--- src/core/dsa_cfg.svh ---
`ifndef DSA_CFG_SVH
`define DSA_CFG_SVH
// Data path widths
`define DSA_DW 16
`define DSA_AW 16
`define DSA_BW 8
`define DSA_NEAR_W 13
// Pointer steps for post-increment
`define DSA_STEP_BYTE 16'h0001
`define DSA_STEP_WORD 16'h0002
// Bit positions
`define DSA_LSB 0
`define DSA_SIGN 7
// Near region upper bound
`define DSA_NEAR_TOP 16'h1FFF
`define DSA_ZERO_BYTE 8'h00
`define DSA_ONES_BYTE 8'hFF
`define DSA_ZERO_WORD 16'h0000
`define DSA_NO_LANES 2'h0
// Write lane codes: bit one high byte, bit zero low byte
`define DSA_LANE_LO 2'h1
`define DSA_LANE_HI 2'h2
`define DSA_LANE_BOTH 2'h3
// Byte half boundaries inside a word
`define DSA_LO_MSB 7
`define DSA_HI_LSB 8
`define DSA_HI_MSB 15
// Word address starts above the byte select bit
`define DSA_WADDR_LSB 1
`endif

--- src/core/dsa_pkg.sv ---
package dsa_pkg;
	// Addressing mode of the access
	typedef enum logic [1:0] {
		DSA_DIRECT_NEAR = 2'h0,
		DSA_DIRECT_FULL = 2'h1,
		DSA_INDIRECT = 2'h3,
		DSA_INDIRECT_INC = 2'h2
	} dsa_mode_e;
	// Operation applied to the working register result
	typedef enum logic [1:0] {
		DSA_OP_MOVE = 2'h0,
		DSA_OP_SIGN_EXT = 2'h1,
		DSA_OP_ZERO_EXT = 2'h3
	} dsa_op_e;
	// Request from the core pipeline
	typedef struct packed {
		logic valid;
		logic write;
		logic byteOp;
		logic wordOnly;
		dsa_mode_e mode;
		dsa_op_e op;
		logic [15:0] directAddr;
		logic [15:0] sourceWorkingPointer;
		logic [15:0] writeData;
		logic [15:0] destWorking;
	} dsa_req_s;
	// Result toward the core
	typedef struct packed {
		logic done;
		logic addrErrorTrap;
		logic [15:0] readData;
		logic [15:0] destWorkingNew;
		logic [15:0] pointerNew;
		logic pointerWrite;
		logic [15:0] effectiveAddress;
	} dsa_rsp_s;
	// Memory side strobes
	typedef struct packed {
		logic rdEn;
		logic [1:0] wrLane;
		logic [14:0] wordAddr;
		logic [15:0] wrData;
	} dsa_mem_s;
	// All block state
	typedef struct packed {
		dsa_rsp_s rsp;
		dsa_mem_s mem;
	} dsa_state_s;
endpackage : dsa_pkg

--- src/core/dsa_access.sv ---
`timescale 1ns/1ps
`include "dsa_cfg.svh"
module dsa_access (
	input wire logic clk,
	input wire logic rst_n,
	input wire dsa_pkg::dsa_req_s req,
	input wire logic [15:0] memRdData,
	output dsa_pkg::dsa_rsp_s rsp,
	output dsa_pkg::dsa_mem_s mem
);
	import dsa_pkg::*;

	dsa_state_s state_r;
	dsa_state_s state_nxt;
	logic [15:0] effAddr;
	logic isByte;
	logic misaligned;
	logic [7:0] laneByte;
	logic [15:0] loadVal;
	logic [15:0] step;

	////////////////////////////////////////////////////////////////////////
	// Address generation and alignment check
	always_comb
	begin
		isByte = req.byteOp && !req.wordOnly;
		unique case (req.mode)
			DSA_DIRECT_NEAR: effAddr = {{(`DSA_AW - `DSA_NEAR_W){1'b0}},
				req.directAddr[`DSA_NEAR_W - 1:0]};
			DSA_DIRECT_FULL: effAddr = req.directAddr;
			default: effAddr = req.sourceWorkingPointer;
		endcase
		misaligned = !isByte && effAddr[`DSA_LSB];
		step = isByte ? `DSA_STEP_BYTE : `DSA_STEP_WORD;
	end

	////////////////////////////////////////////////////////////////////////
	// Read lane steering and register result
	always_comb
	begin
		// Whole word fetched, address bit zero picks the half
		laneByte = effAddr[`DSA_LSB] ? memRdData[`DSA_HI_MSB:`DSA_HI_LSB]
			: memRdData[`DSA_LO_MSB:`DSA_LSB];
		// Byte loads keep the register's upper half
		if (isByte)
			loadVal = {req.destWorking[`DSA_HI_MSB:`DSA_HI_LSB], laneByte};
		else
			loadVal = memRdData;
		// Extension works on the low byte of the loaded value
		unique case (req.op)
			DSA_OP_SIGN_EXT: loadVal = {{`DSA_BW{loadVal[`DSA_SIGN]}},
				loadVal[`DSA_LO_MSB:`DSA_LSB]};
			DSA_OP_ZERO_EXT: loadVal = {`DSA_ZERO_BYTE, loadVal[`DSA_LO_MSB:`DSA_LSB]};
			default: loadVal = loadVal;
		endcase
	end

	////////////////////////////////////////////////////////////////////////
	// Next state: strobes and results registered for one cycle
	always_comb
	begin
		state_nxt = '0;
		state_nxt.mem.wordAddr = effAddr[`DSA_AW - 1:`DSA_WADDR_LSB];
		state_nxt.rsp.effectiveAddress = effAddr;
		if (req.valid)
		begin
			state_nxt.rsp.done = 1'b1;
			state_nxt.rsp.addrErrorTrap = misaligned;
			state_nxt.mem.rdEn = !req.write;
			if (req.write && !misaligned)
			begin
				if (isByte)
				begin
					// One lane only; byte copied to both halves
					state_nxt.mem.wrLane = effAddr[`DSA_LSB] ? `DSA_LANE_HI : `DSA_LANE_LO;
					state_nxt.mem.wrData = {req.writeData[`DSA_LO_MSB:`DSA_LSB],
						req.writeData[`DSA_LO_MSB:`DSA_LSB]};
				end
				else
				begin
					// Aligned word writes both lanes
					state_nxt.mem.wrLane = `DSA_LANE_BOTH;
					state_nxt.mem.wrData = req.writeData;
				end
			end
			state_nxt.rsp.readData = req.write ? `DSA_ZERO_WORD : loadVal;
			state_nxt.rsp.destWorkingNew = req.write ? req.destWorking : loadVal;
			if (req.mode == DSA_INDIRECT_INC)
			begin
				state_nxt.rsp.pointerWrite = 1'b1;
				state_nxt.rsp.pointerNew = req.sourceWorkingPointer + step;
			end
		end
	end

	////////////////////////////////////////////////////////////////////////
	// State register
	always_ff @(posedge clk)
	begin
		if (!rst_n)
			state_r <= '0;
		else
			state_r <= state_nxt;
	end

	assign rsp = state_r.rsp;
	assign mem = state_r.mem;

	////////////////////////////////////////////////////////////////////////
	// Checks

	// No write strobe may leave with a trap
	misalign_nowrite_a: assert property (@(posedge clk) disable iff (!rst_n)
		rsp.addrErrorTrap |-> mem.wrLane == `DSA_NO_LANES)
		else $error("write strobe during misaligned access");

	// Odd full direct word access traps
	trap_cause_a: assert property (@(posedge clk) disable iff (!rst_n)
		req.valid && !(req.byteOp && !req.wordOnly) && req.directAddr[`DSA_LSB]
		&& req.mode == DSA_DIRECT_FULL |=> rsp.addrErrorTrap)
		else $error("odd word access not trapped");

	// Trapped access still completes
	trap_done_a: assert property (@(posedge clk) disable iff (!rst_n)
		rsp.addrErrorTrap |-> rsp.done)
		else $error("trap without completion");

	// Any odd word access traps, whatever the mode
	misalign_trap_a: assert property (@(posedge clk) disable iff (!rst_n)
		req.valid && !isByte && effAddr[`DSA_LSB] |=> rsp.addrErrorTrap)
		else $error("misaligned word access missed");

	// Byte accesses never trap
	byte_no_trap_a: assert property (@(posedge clk) disable iff (!rst_n)
		req.valid && isByte |=> !rsp.addrErrorTrap)
		else $error("byte access trapped");

	// Trap is a single pulse per request
	trap_clear_a: assert property (@(posedge clk) disable iff (!rst_n)
		!req.valid |=> !rsp.addrErrorTrap)
		else $error("trap without request");

	// Every request completes one cycle later
	done_follow_a: assert property (@(posedge clk) disable iff (!rst_n)
		req.valid |=> rsp.done)
		else $error("request not completed");

	// Misaligned read still hands the fetched word back
	misread_data_a: assert property (@(posedge clk) disable iff (!rst_n)
		req.valid && !req.write && misaligned && req.op == DSA_OP_MOVE
		|=> rsp.readData == $past(memRdData))
		else $error("misaligned read lost its data");

	////////////////////////////////////////////////////////////////////////
	// Checks: write lanes and memory strobes

	// Byte write touches one lane only
	byte_lane_a: assert property (@(posedge clk) disable iff (!rst_n)
		req.valid && req.write && req.byteOp && !req.wordOnly |=>
		mem.wrLane == `DSA_LANE_LO || mem.wrLane == `DSA_LANE_HI)
		else $error("byte write touched both lanes");

	// High lane only for odd byte address
	hi_lane_addr_a: assert property (@(posedge clk) disable iff (!rst_n)
		mem.wrLane == `DSA_LANE_HI |-> rsp.effectiveAddress[`DSA_LSB])
		else $error("high lane at even address");

	// Low lane only for even byte address
	lo_lane_addr_a: assert property (@(posedge clk) disable iff (!rst_n)
		mem.wrLane == `DSA_LANE_LO |-> !rsp.effectiveAddress[`DSA_LSB])
		else $error("low lane at odd address");

	// Both lanes only at an even address
	both_lane_even_a: assert property (@(posedge clk) disable iff (!rst_n)
		mem.wrLane == `DSA_LANE_BOTH |-> !rsp.effectiveAddress[`DSA_LSB])
		else $error("word write at odd address");

	// Shared word decode follows the effective address
	word_addr_a: assert property (@(posedge clk) disable iff (!rst_n)
		mem.wordAddr == rsp.effectiveAddress[`DSA_AW - 1:`DSA_WADDR_LSB])
		else $error("word address mismatch");

	// A read strobes the read enable and no lane
	read_enable_a: assert property (@(posedge clk) disable iff (!rst_n)
		req.valid && !req.write |=> mem.rdEn && mem.wrLane == `DSA_NO_LANES)
		else $error("read strobes wrong");

	// Read and write strobes never together
	rd_wr_excl_a: assert property (@(posedge clk) disable iff (!rst_n)
		mem.rdEn |-> mem.wrLane == `DSA_NO_LANES)
		else $error("read and write strobed together");

	// No completion, read strobe or write lane leaves without a request
	idle_quiet_a: assert property (@(posedge clk) disable iff (!rst_n)
		!req.valid |=> !rsp.done && !mem.rdEn && mem.wrLane == `DSA_NO_LANES)
		else $error("strobe without request");

	// Byte write data sits on both halves
	byte_replica_a: assert property (@(posedge clk) disable iff (!rst_n)
		mem.wrLane == `DSA_LANE_LO || mem.wrLane == `DSA_LANE_HI |->
		mem.wrData[`DSA_HI_MSB:`DSA_HI_LSB] == mem.wrData[`DSA_LO_MSB:`DSA_LSB])
		else $error("byte write data not replicated");

	// Aligned word write carries the whole word
	word_write_data_a: assert property (@(posedge clk) disable iff (!rst_n)
		req.valid && req.write && !isByte && !misaligned
		|=> mem.wrData == $past(req.writeData))
		else $error("word write data wrong");

	// Word-only writes at an even address use both lanes even when marked byte
	word_only_a: assert property (@(posedge clk) disable iff (!rst_n)
		req.valid && req.wordOnly && req.write && !effAddr[`DSA_LSB]
		|=> mem.wrLane == `DSA_LANE_BOTH)
		else $error("word-only request took byte form");

	////////////////////////////////////////////////////////////////////////
	// Checks: addresses and pointer update

	// Post-increment step follows the operand size
	step_size_a: assert property (@(posedge clk) disable iff (!rst_n)
		req.valid && req.mode == DSA_INDIRECT_INC |=>
		rsp.pointerNew - $past(req.sourceWorkingPointer)
		== ($past(req.byteOp && !req.wordOnly) ? `DSA_STEP_BYTE : `DSA_STEP_WORD))
		else $error("wrong post-increment step");

	// Pointer written back only by post-increment
	pointer_hold_a: assert property (@(posedge clk) disable iff (!rst_n)
		req.valid && req.mode != DSA_INDIRECT_INC |=> !rsp.pointerWrite)
		else $error("pointer written without increment");

	// Indirect modes use the pointer as address
	indirect_addr_a: assert property (@(posedge clk) disable iff (!rst_n)
		req.valid && (req.mode == DSA_INDIRECT || req.mode == DSA_INDIRECT_INC)
		|=> rsp.effectiveAddress == $past(req.sourceWorkingPointer))
		else $error("indirect address wrong");

	// Near direct stays inside the near region
	near_range_a: assert property (@(posedge clk) disable iff (!rst_n)
		req.valid && req.mode == DSA_DIRECT_NEAR |=>
		rsp.effectiveAddress <= `DSA_NEAR_TOP)
		else $error("near address out of range");

	// Near direct keeps the thirteen field bits
	near_low_a: assert property (@(posedge clk) disable iff (!rst_n)
		req.valid && req.mode == DSA_DIRECT_NEAR |=>
		rsp.effectiveAddress[`DSA_NEAR_W - 1:`DSA_LSB]
		== $past(req.directAddr[`DSA_NEAR_W - 1:`DSA_LSB]))
		else $error("near address bits lost");

	// Full direct reaches the whole data space
	full_addr_a: assert property (@(posedge clk) disable iff (!rst_n)
		req.valid && req.mode == DSA_DIRECT_FULL
		|=> rsp.effectiveAddress == $past(req.directAddr))
		else $error("full direct address wrong");

	////////////////////////////////////////////////////////////////////////
	// Checks: read data and register result

	// Chosen byte lands on the low data bits
	byte_read_lane_a: assert property (@(posedge clk) disable iff (!rst_n)
		req.valid && !req.write && isByte && req.op == DSA_OP_MOVE |=>
		rsp.readData[`DSA_LO_MSB:`DSA_LSB] == ($past(effAddr[`DSA_LSB])
		? $past(memRdData[`DSA_HI_MSB:`DSA_HI_LSB]) : $past(memRdData[`DSA_LO_MSB:`DSA_LSB])))
		else $error("byte read on wrong lane");

	// Aligned word read passes the whole word
	word_read_a: assert property (@(posedge clk) disable iff (!rst_n)
		req.valid && !req.write && !isByte && req.op == DSA_OP_MOVE
		|=> rsp.readData == $past(memRdData))
		else $error("word read data wrong");

	// Writes leave the register untouched
	write_keep_a: assert property (@(posedge clk) disable iff (!rst_n)
		req.valid && req.write |=> rsp.destWorkingNew == $past(req.destWorking)
		&& rsp.readData == `DSA_ZERO_WORD)
		else $error("write altered register result");

	// Zero extend clears the upper byte
	zero_ext_a: assert property (@(posedge clk) disable iff (!rst_n)
		req.valid && !req.write && req.op == DSA_OP_ZERO_EXT |=>
		rsp.destWorkingNew[`DSA_HI_MSB:`DSA_HI_LSB] == `DSA_ZERO_BYTE)
		else $error("zero extend left upper byte");

	// Zero extend of a word keeps its low byte
	zero_low_keep_a: assert property (@(posedge clk) disable iff (!rst_n)
		req.valid && !req.write && req.op == DSA_OP_ZERO_EXT && !isByte |=>
		rsp.destWorkingNew[`DSA_LO_MSB:`DSA_LSB] == $past(memRdData[`DSA_LO_MSB:`DSA_LSB]))
		else $error("zero extend changed low byte");

	// Sign extend copies bit seven upward
	sign_ext_a: assert property (@(posedge clk) disable iff (!rst_n)
		req.valid && !req.write && req.op == DSA_OP_SIGN_EXT |=>
		rsp.destWorkingNew[`DSA_HI_MSB:`DSA_HI_LSB] == (rsp.destWorkingNew[`DSA_SIGN]
		? `DSA_ONES_BYTE : `DSA_ZERO_BYTE))
		else $error("sign extend wrong");

	// Sign extend of a word keeps its low byte
	sign_low_keep_a: assert property (@(posedge clk) disable iff (!rst_n)
		req.valid && !req.write && req.op == DSA_OP_SIGN_EXT && !isByte |=>
		rsp.destWorkingNew[`DSA_LO_MSB:`DSA_LSB] == $past(memRdData[`DSA_LO_MSB:`DSA_LSB]))
		else $error("sign extend changed low byte");

	// Byte load keeps the register's upper half
	byte_keep_a: assert property (@(posedge clk) disable iff (!rst_n)
		req.valid && !req.write && req.byteOp && !req.wordOnly
		&& req.op == DSA_OP_MOVE |=>
		rsp.destWorkingNew[`DSA_HI_MSB:`DSA_HI_LSB]
		== $past(req.destWorking[`DSA_HI_MSB:`DSA_HI_LSB]))
		else $error("byte load altered high byte");
endmodule : dsa_access

--- config.mk ---
export PLATFORM = sky130hd
export DESIGN_NAME = dsa_access
export DESIGN_NICKNAME = d
export VERILOG_FILES = /design/src/core/dsa_pkg.sv /design/src/core/dsa_access.sv
export VERILOG_INCLUDE_DIRS = /design/src /design/src/core
export SDC_FILE = /design/constraint.sdc
export NUM_CORES = 1
export LEC_CHECK = 0
export ABC_AREA = 0
export BUFFER_PORTS_ARGS = -buffer_cell sky130_fd_sc_hd__buf_2
export CORE_ASPECT_RATIO = 1.25
export CORE_MARGIN = 4
export CORE_UTILIZATION = 47
export CTS_CLUSTER_DIAMETER = 100
export DETAILED_ROUTE_END_ITERATION = 16
export GPL_TIMING_DRIVEN = 0
export PLACE_DENSITY_LB_ADDON = 0.3
export SLEW_MARGIN = 25
export SYNTH_ARGS = -nofsm -noshare
export SYNTH_HDL_FRONTEND = slang
export SYNTH_SLANG_ARGS = --single-unit
--- constraint.sdc ---
create_clock -name clk -period 4.15 [get_ports clk]
set_input_delay 0.415 -clock clk [delete_from_list [all_inputs] [get_ports clk]]
set_output_delay 0.415 -clock clk [all_outputs]
set_load 0.02 [all_outputs]
==> results of run 1 <==
==> routing by layer <==
metal / routed length (µm) / vias up / global-route usage [%]
li1: - / 1507 / -
met1: 3290 / 1334 / 22.2
met2: 4470 / 148 / 36.5
met3: 984 / 18 / 7.60
met4: 207 / 0 / 9.31
met5: 0 / - / 0
==> power by group through the flow <==
stage / sequential (µW) / clock (µW) / combinational (µW)
after floorplan: 925 / 0 / 109
after global placement: 883 / 0 / 258
after detailed placement: 884 / 0 / 262
after CTS: 865 / 734 / 263
after global routing: 868 / 768 / 286
final: 864 / 720 / 262
==> layout by cell type (no fill, tap or decap), types with 3 or more instances in the layout <==
cell,n
sky130_fd_sc_hd__buf_2,191
sky130_fd_sc_hd__dfxtp_1,86
sky130_fd_sc_hd__nand2_1,35
sky130_fd_sc_hd__mux2i_1,23
sky130_fd_sc_hd__a21oi_1,18
sky130_fd_sc_hd__nor2_1,17
sky130_fd_sc_hd__buf_4,16
sky130_fd_sc_hd__nor2b_1,16
sky130_fd_sc_hd__nand3_1,14
sky130_fd_sc_hd__o21ai_0,14
sky130_fd_sc_hd__and2_1,12
sky130_fd_sc_hd__a22oi_1,11
sky130_fd_sc_hd__clkbuf_8,11
sky130_fd_sc_hd__clkbuf_1,10
sky130_fd_sc_hd__a21o_1,8
sky130_fd_sc_hd__xnor2_1,6
sky130_fd_sc_hd__inv_1,5
sky130_fd_sc_hd__nor3_1,5
sky130_fd_sc_hd__xor2_1,5
sky130_fd_sc_hd__nand4_1,4
sky130_fd_sc_hd__nand2b_1,3
sky130_fd_sc_hd__o21ai_1,3
sky130_fd_sc_hd__bufinv_16,3
==> final cells by class <==
| class | count | share of cell area (%) |
|---|---|---|
| inverters | 5 | 0.411 |
| clock buffers | 11 | 3.32 |
| multi-input cells | 210 | 28.8 |
| repair buffers | 187 | 20.5 |
| flip-flops and latches | 86 | 37.7 |
| well taps | 87 | 2.39 |
| plain buffers | 33 | 4.50 |
| clock inverters | 5 | 2.30 |
==> flip-flops by register name, indices dropped and copies added (netlist names) <==
register,flops
mem,19
rsp,67
==> metrics by stage <==
stage / setup WS, ns / power (µW) / utilization [%]
global placement: 1.27 / 1140 / 64.8
global route: 1.47 / 1920 / 68.6
floorplan: 1.74 / 1030 / -
detailed placement: 1.25 / 1150 / 64.8
CTS: 1.61 / 1860 / 68.6
finish: 1.58 / 1850 / 68.6
==> worst paths after layout <==
| kind | startpoint | end |
|---|---|---|
| max | req[68] | rsp[31] |
| min | req[1] | rsp[34] |
==> cells by family after synthesis <==
group / count (synthesis) / synth area share, %
AOI/OAI and AO/OA: 59 / 11.1
xor gates and xnor gates: 11 / 2.95
adders and majority gates: 3 / 1.38
buffers and inverters: 38 / 6.87
DFF: 86 / 52.8
muxes: 24 / 7.52
and+or+nand+nor: 113 / 17.3
==> worst max-delay path, stage by stage <==
cell and delay, ns:
sky130_fd_sc_hd__buf_2 0.09, sky130_fd_sc_hd__nand2b_1 0.17, sky130_fd_sc_hd__inv_1 0.08, sky130_fd_sc_hd__buf_2 0.21
sky130_fd_sc_hd__buf_4 0.24, sky130_fd_sc_hd__buf_2 0.25, sky130_fd_sc_hd__ha_1 0.26, sky130_fd_sc_hd__fa_1 0.27
sky130_fd_sc_hd__nand4_1 0.17, sky130_fd_sc_hd__nor4_1 0.40, sky130_fd_sc_hd__xnor2_1 0.17, sky130_fd_sc_hd__nor2_1 0.06
==> run_summary.xml, run 1 <==
<?xml version="1.0" encoding="UTF-8"?>
<metrics>
  <group name="worst_setup_path">
    <metric name="timing_worst_setup_path_type" unit="">in -&gt; reg</metric>
    <metric name="critPathArrivalTime" unit="ns">2.79</metric>
    <metric name="required" unit="ns">4.38</metric>
    <metric name="worstSetupStartpointType" unit="">input pin</metric>
    <metric name="path_max_fanout" unit="">10</metric>
    <metric name="setup.worst_path.end_class" unit="">flip-flop</metric>
  </group>
  <group name="power_and_ir_drop">
    <metric name="share_clk_of_total_power" unit="%">39.0</metric>
    <metric name="static-leakage-power" unit="µW">0.00245</metric>
    <metric name="worst_ir_drop_vdd" unit="mV">0.210</metric>
    <metric name="comb_power_share" unit="%">14.2</metric>
    <metric name="sequential_cell_fraction_of_total_power" unit="%">46.8</metric>
    <metric name="power_report.internal_total" unit="µW">1400</metric>
    <metric name="p_switching" unit="µW">449</metric>
    <metric name="p_sw_share" unit="%">24.3</metric>
    <metric name="power.density_cell_area" unit="mW/mm²">405</metric>
  </group>
  <group name="timing">
    <metric name="layout_min_cycle_time" unit="ns">2.57</metric>
    <metric name="grt_setup_unrepaired" unit="">false</metric>
    <metric name="final.period_utilization" unit="%">61.8</metric>
    <metric name="finalSetupTns" unit="ns">0</metric>
    <metric name="timing.slew.headroom" unit="%">57.2</metric>
    <metric name="maxSlewViolCount" unit="">0</metric>
    <metric name="hold_ws" unit="ns">0.250</metric>
    <metric name="timing_worst_slew_pin_value" unit="ns">0.637</metric>
    <metric name="final-setup-viol-count" unit="">0</metric>
    <metric name="clock.fmax" unit="MHz">390</metric>
    <metric name="timing_hold_violations_final" unit="">0</metric>
  </group>
  <group name="clock_tree">
    <metric name="cts_resized" unit="">0</metric>
    <metric name="clockBufferDepth" unit="">2</metric>
    <metric name="cts_inserted_buffers" unit="">9</metric>
    <metric name="cts_max_level" unit="">3</metric>
    <metric name="tritoncts_clock_tree" unit="">yes</metric>
    <metric name="cts.hold.buffers_added" unit="">0</metric>
    <metric name="clk_pin_slew" unit="ns">0.08</metric>
    <metric name="postCtsSetupBuffers" unit="">0</metric>
    <metric name="clk_root_buffer_cell" unit="">sky130_fd_sc_hd__clkbuf_8</metric>
    <metric name="clock_sink_count" unit="">86</metric>
  </group>
  <group name="logic_synthesis">
    <metric name="synth.area.top_cells" unit="">sky130_fd_sc_hd__dfxtp_1 53%, sky130_fd_sc_hd__mux2i_1 7.1%, sky130_fd_sc_hd__nand2_1 4.0%</metric>
    <metric name="yosysMostFrequentCell" unit="">sky130_fd_sc_hd__dfxtp_1</metric>
    <metric name="synth.top_cell.area_share" unit="%">52.8</metric>
    <metric name="seq_area_frac_synth" unit="%">52.8</metric>
    <metric name="syn_area_per_cell" unit="µm²">9.76</metric>
    <metric name="synth_edf_count" unit="">0</metric>
    <metric name="count_of_state_elements_after_synthesis" unit="">86</metric>
    <metric name="synth_cell_type_count" unit="">36</metric>
    <metric name="synth_async_sr_flop_share" unit="%">0</metric>
    <metric name="ys_top_cells_by_count" unit="">86 x sky130_fd_sc_hd__dfxtp_1, 35 x sky130_fd_sc_hd__nand2_1, 23 x sky130_fd_sc_hd__mux2i_1</metric>
    <metric name="synth.cell_area" unit="mm²">0.00326</metric>
    <metric name="postSynth.topFlopCell" unit="">sky130_fd_sc_hd__dfxtp_1</metric>
    <metric name="synthCells" unit="">334</metric>
    <metric name="synthesis.nets" unit="">427</metric>
    <metric name="ys_warn_count" unit="">0</metric>
    <metric name="cell_type_with_the_highest_aggregate_area_in_the_netlist" unit="">sky130_fd_sc_hd__dfxtp_1</metric>
  </group>
  <group name="floorplan">
    <metric name="floorplan_core_area" unit="mm²">0.00665</metric>
    <metric name="die-width" unit="µm">82.5</metric>
    <metric name="die_area" unit="mm²">0.00834</metric>
    <metric name="rows" unit="">33</metric>
    <metric name="initial_utilization" unit="%">49.0</metric>
    <metric name="boundaryPins" unit="">191</metric>
    <metric name="fp.dieH" unit="µm">101</metric>
  </group>
  <group name="drt">
    <metric name="vias" unit="">3007</metric>
    <metric name="route.detailed.drc" unit="">0</metric>
    <metric name="postRouteWirelength" unit="µm">8950</metric>
    <metric name="detail_route.first_pass.iterations" unit="">4</metric>
    <metric name="routed_via_density" unit="">4.82</metric>
    <metric name="detail-route-antenna-nets" unit="">0</metric>
    <metric name="detail_route.wl_per_cell" unit="µm">14.3</metric>
    <metric name="drtIter0Drc" unit="">114</metric>
  </group>
  <group name="status">
    <metric name="run_status" unit="">complete, no violations</metric>
  </group>
  <group name="global_route">
    <metric name="global_route.overflow_total" unit="">0</metric>
    <metric name="grt_pass1_wl" unit="µm">13200</metric>
    <metric name="grt_max_degree" unit="">15</metric>
    <metric name="number_of_antenna_violations_at_the_first_check_in_global_routing" unit="">0</metric>
    <metric name="grt_usage" unit="%">21.0</metric>
    <metric name="number_of_global_route_vias_before_repair" unit="">2850</metric>
  </group>
  <group name="placement">
    <metric name="detailed_place.area" unit="mm²">0.00431</metric>
    <metric name="finalWeightedCongestion" unit="">0.835</metric>
    <metric name="post-dp-hpwl" unit="µm">7160</metric>
    <metric name="placed_cells_incl_taps" unit="">608</metric>
    <metric name="portBuffers" unit="">187</metric>
  </group>
  <group name="job">
    <metric name="max_cap_violations" unit="">0</metric>
  </group>
  <group name="final_layout">
    <metric name="finish.net_count" unit="">625</metric>
    <metric name="area_of_combinational_cells_with_multiple_inputs" unit="mm²">0.00132</metric>
    <metric name="ratio_of_cells_with_drive_above_1_in_the_final_layout" unit="%">42.6</metric>
    <metric name="seqCellArea" unit="mm²">0.00172</metric>
    <metric name="final_cells" unit="">624</metric>
    <metric name="area.growth.synth_to_final" unit="%">39.9</metric>
    <metric name="fillerInstances" unit="">554</metric>
    <metric name="fin_area" unit="mm²">0.00456</metric>
    <metric name="antennaDiodeCount" unit="">0</metric>
  </group>
  <group name="worst_hold_path">
    <metric name="min_delay_path_depth" unit="">2</metric>
    <metric name="holdCritPathClass" unit="">in -&gt; reg</metric>
  </group>
</metrics>
Note: power is estimated with default switching activity, not from simulation.
==> inputs of run 2 (changes only) <==
Settings changed: CORE_UTILIZATION 47 to 39.
Clock period 4.15 ns to 2.2 ns, I/O delays scaled along.
==> run 2 against run 1 <==
Global-route usage decreased by 2.8 points. Combinational power grew 89%. Worst hold slack got worse by 0.19 ns. Worst setup slack lost 1.4 ns. Clock power grew 110%. Cell area grew 1.1%.
==> run_summary.xml, run 2 (same netlist as run 1, synthesis figures left out) <==
<?xml version="1.0" encoding="UTF-8"?>
<metrics>
  <group name="status">
    <metric name="run_status" unit="">complete, no violations</metric>
  </group>
  <group name="timing">
    <metric name="postLayoutSetupSlackWorst" unit="ns">0.181</metric>
    <metric name="layout_min_cycle_time" unit="ns">2.02</metric>
    <metric name="clock.fmax" unit="MHz">495</metric>
    <metric name="timing.slew.headroom" unit="%">56.6</metric>
    <metric name="timing_hold_violations_final" unit="">0</metric>
    <metric name="final.period_utilization" unit="%">91.8</metric>
    <metric name="timing_worst_slew_pin_value" unit="ns">0.647</metric>
    <metric name="final-setup-viol-count" unit="">0</metric>
    <metric name="maxSlewViolCount" unit="">0</metric>
    <metric name="grt_setup_unrepaired" unit="">false</metric>
  </group>
  <group name="drt">
    <metric name="detail-route-antenna-nets" unit="">0</metric>
    <metric name="detail_route.wl_per_cell" unit="µm">14.4</metric>
    <metric name="drtIter0Drc" unit="">83</metric>
    <metric name="detail_route.first_pass.iterations" unit="">4</metric>
    <metric name="postRouteWirelength" unit="µm">9130</metric>
    <metric name="vias" unit="">2972</metric>
    <metric name="route.detailed.drc" unit="">0</metric>
    <metric name="routed_via_density" unit="">4.69</metric>
  </group>
  <group name="final_layout">
    <metric name="fin_util" unit="%">56.3</metric>
    <metric name="finish.net_count" unit="">624</metric>
    <metric name="ratio_of_cells_with_drive_above_1_in_the_final_layout" unit="%">42.9</metric>
    <metric name="most-common-layout-cells" unit="">190 x sky130_fd_sc_hd__buf_2, 86 x sky130_fd_sc_hd__dfxtp_1, 35 x sky130_fd_sc_hd__nand2_1</metric>
    <metric name="largest_reg_flops" unit="">67</metric>
    <metric name="area.growth.synth_to_final" unit="%">41.4</metric>
    <metric name="max_flop_register" unit="">rsp</metric>
    <metric name="fin_area" unit="mm²">0.00461</metric>
    <metric name="area_of_combinational_cells_with_multiple_inputs" unit="mm²">0.00132</metric>
    <metric name="final_cells" unit="">634</metric>
    <metric name="seqCellArea" unit="mm²">0.00172</metric>
    <metric name="mostFrequentLayoutCell" unit="">sky130_fd_sc_hd__buf_2</metric>
    <metric name="fillerInstances" unit="">769</metric>
  </group>
  <group name="placement">
    <metric name="detailed_place.area" unit="mm²">0.00432</metric>
    <metric name="finalWeightedCongestion" unit="">0.826</metric>
    <metric name="post-dp-hpwl" unit="µm">7360</metric>
    <metric name="post-place-ws" unit="ns">-0.453</metric>
    <metric name="placed_cells_incl_taps" unit="">618</metric>
    <metric name="portBuffers" unit="">187</metric>
  </group>
  <group name="clock_tree">
    <metric name="clk_pin_slew" unit="ns">0.08</metric>
    <metric name="tritoncts_clock_tree" unit="">yes</metric>
    <metric name="cts.hold.buffers_added" unit="">0</metric>
    <metric name="cts_max_level" unit="">3</metric>
    <metric name="postCtsSetupBuffers" unit="">0</metric>
    <metric name="clk_root_buffer_cell" unit="">sky130_fd_sc_hd__clkbuf_8</metric>
    <metric name="cts_inserted_buffers" unit="">9</metric>
    <metric name="clock_sink_count" unit="">86</metric>
    <metric name="clockBufferDepth" unit="">2</metric>
  </group>
  <group name="job">
    <metric name="max_cap_violations" unit="">0</metric>
  </group>
  <group name="power_and_ir_drop">
    <metric name="share_clk_of_total_power" unit="%">41.6</metric>
    <metric name="static-leakage-power" unit="µW">0.00247</metric>
    <metric name="p_switching" unit="µW">840</metric>
    <metric name="power_report.internal_total" unit="µW">2800</metric>
    <metric name="power.density_cell_area" unit="mW/mm²">790</metric>
    <metric name="fin_total_pwr" unit="µW">3640</metric>
    <metric name="sequential_cell_fraction_of_total_power" unit="%">44.8</metric>
    <metric name="comb_power_share" unit="%">13.6</metric>
    <metric name="p_sw_share" unit="%">23.1</metric>
    <metric name="worst_ir_drop_vdd" unit="mV">0.353</metric>
  </group>
  <group name="worst_setup_path">
    <metric name="crit_path_cell_trace" unit="">buf_2 &gt; nand2b_1 &gt; inv_1 &gt; buf_2 &gt; buf_6 &gt; ha_1 &gt; fa_1 &gt; nand4_1 &gt; nor4_2 &gt; xnor2_1 &gt; nor2_1</metric>
    <metric name="slowest_stage" unit="">sky130_fd_sc_hd__nor4_2</metric>
    <metric name="critical_path_buf_inv_count" unit="">4</metric>
    <metric name="timing_worst_setup_path_type" unit="">in -&gt; reg</metric>
    <metric name="worstSetupStartpointType" unit="">input pin</metric>
    <metric name="path_max_fanout" unit="">19</metric>
    <metric name="required" unit="ns">2.43</metric>
    <metric name="timing.critical_path.mode_cell" unit="">sky130_fd_sc_hd__buf_2</metric>
    <metric name="cpPeakStageDelay" unit="ns">0.33</metric>
    <metric name="setup.worst_path.end_class" unit="">flip-flop</metric>
    <metric name="worst_path_dominant_cell_family" unit="">simple AND/OR/NAND/NOR gates</metric>
    <metric name="critPathArrivalTime" unit="ns">2.25</metric>
  </group>
  <group name="floorplan">
    <metric name="fp.dieH" unit="µm">110</metric>
    <metric name="die-width" unit="µm">89.8</metric>
    <metric name="floorplan_core_area" unit="mm²">0.00819</metric>
    <metric name="boundaryPins" unit="">191</metric>
    <metric name="initial_utilization" unit="%">39.8</metric>
    <metric name="rows" unit="">37</metric>
    <metric name="die_area" unit="mm²">0.00990</metric>
  </group>
  <group name="global_route">
    <metric name="grt_pass1_wl" unit="µm">14100</metric>
    <metric name="global_route.overflow_total" unit="">0</metric>
    <metric name="number_of_antenna_violations_at_the_first_check_in_global_routing" unit="">2</metric>
    <metric name="number_of_global_route_vias_before_repair" unit="">2886</metric>
    <metric name="grt_max_degree" unit="">20</metric>
    <metric name="grt_usage" unit="%">18.2</metric>
  </group>
  <group name="worst_hold_path">
    <metric name="min_from" unit="">req[4]</metric>
    <metric name="min_to" unit="">rsp[37]</metric>
    <metric name="holdCritPathClass" unit="">in -&gt; reg</metric>
    <metric name="min_delay_path_depth" unit="">2</metric>
  </group>
</metrics>
run 2: final cells by class:
| cell class | count | share of cell area [%] |
|---|---|---|
| clock buffer | 9 | 2.69 |
| inverter | 5 | 0.407 |
| multi-input combinational | 210 | 28.7 |
| clock inverter | 7 | 3.47 |
| antenna | 1 | 0.0543 |
| buffer | 32 | 4.45 |
| sequential | 86 | 37.3 |
| timing repair buffer | 187 | 20.3 |
| tap | 97 | 2.63 |
run 2: metal layers:
metal  up-vias  part of all wire (%)  global-route usage (%)  wire, µm
met5         -                  0.13                       0        12
met4         2                   1.8                    7.67       163
met3        15                   8.8                    6.99       805
met2       124                    51                    33.0      4690
met1      1324                    38                    19.0      3460
li1       1507                     -                       -         -
run 2: worst max path at each step:
stage / start / to / cells past startpoint
floorplan: req[68] / rsp[31] / 11
finish: req[68] / rsp[31] / 11
detailed placement: req[68] / rsp[31] / 12
CTS: req[68] / rsp[31] / 9
global placement: req[68] / rsp[31] / 12
global route: req[68] / rsp[31] / 11
run 2: what timing repair did:
action	CTS	global route
gates resized for setup	0	3
setup endpoints to repair	2	7
hold endpoints to repair	0	0
run 2: per-stage QoR:
step	setup TNS, ns	hold WS, ns
floorplan	0	0.329
global placement	-2.82	0.415
detailed placement	-3.21	0.419
CTS	0	0.0309
global route	0	0.0346
finish	0	0.0562
run 2: power groups by stage:
stage	clock network, µW	registers, µW	logic (µW)
global route	1610	1640	540
CTS	1550	1630	499
finish	1510	1630	495
global placement	0	1670	491
detailed placement	0	1670	498
floorplan	0	1740	207
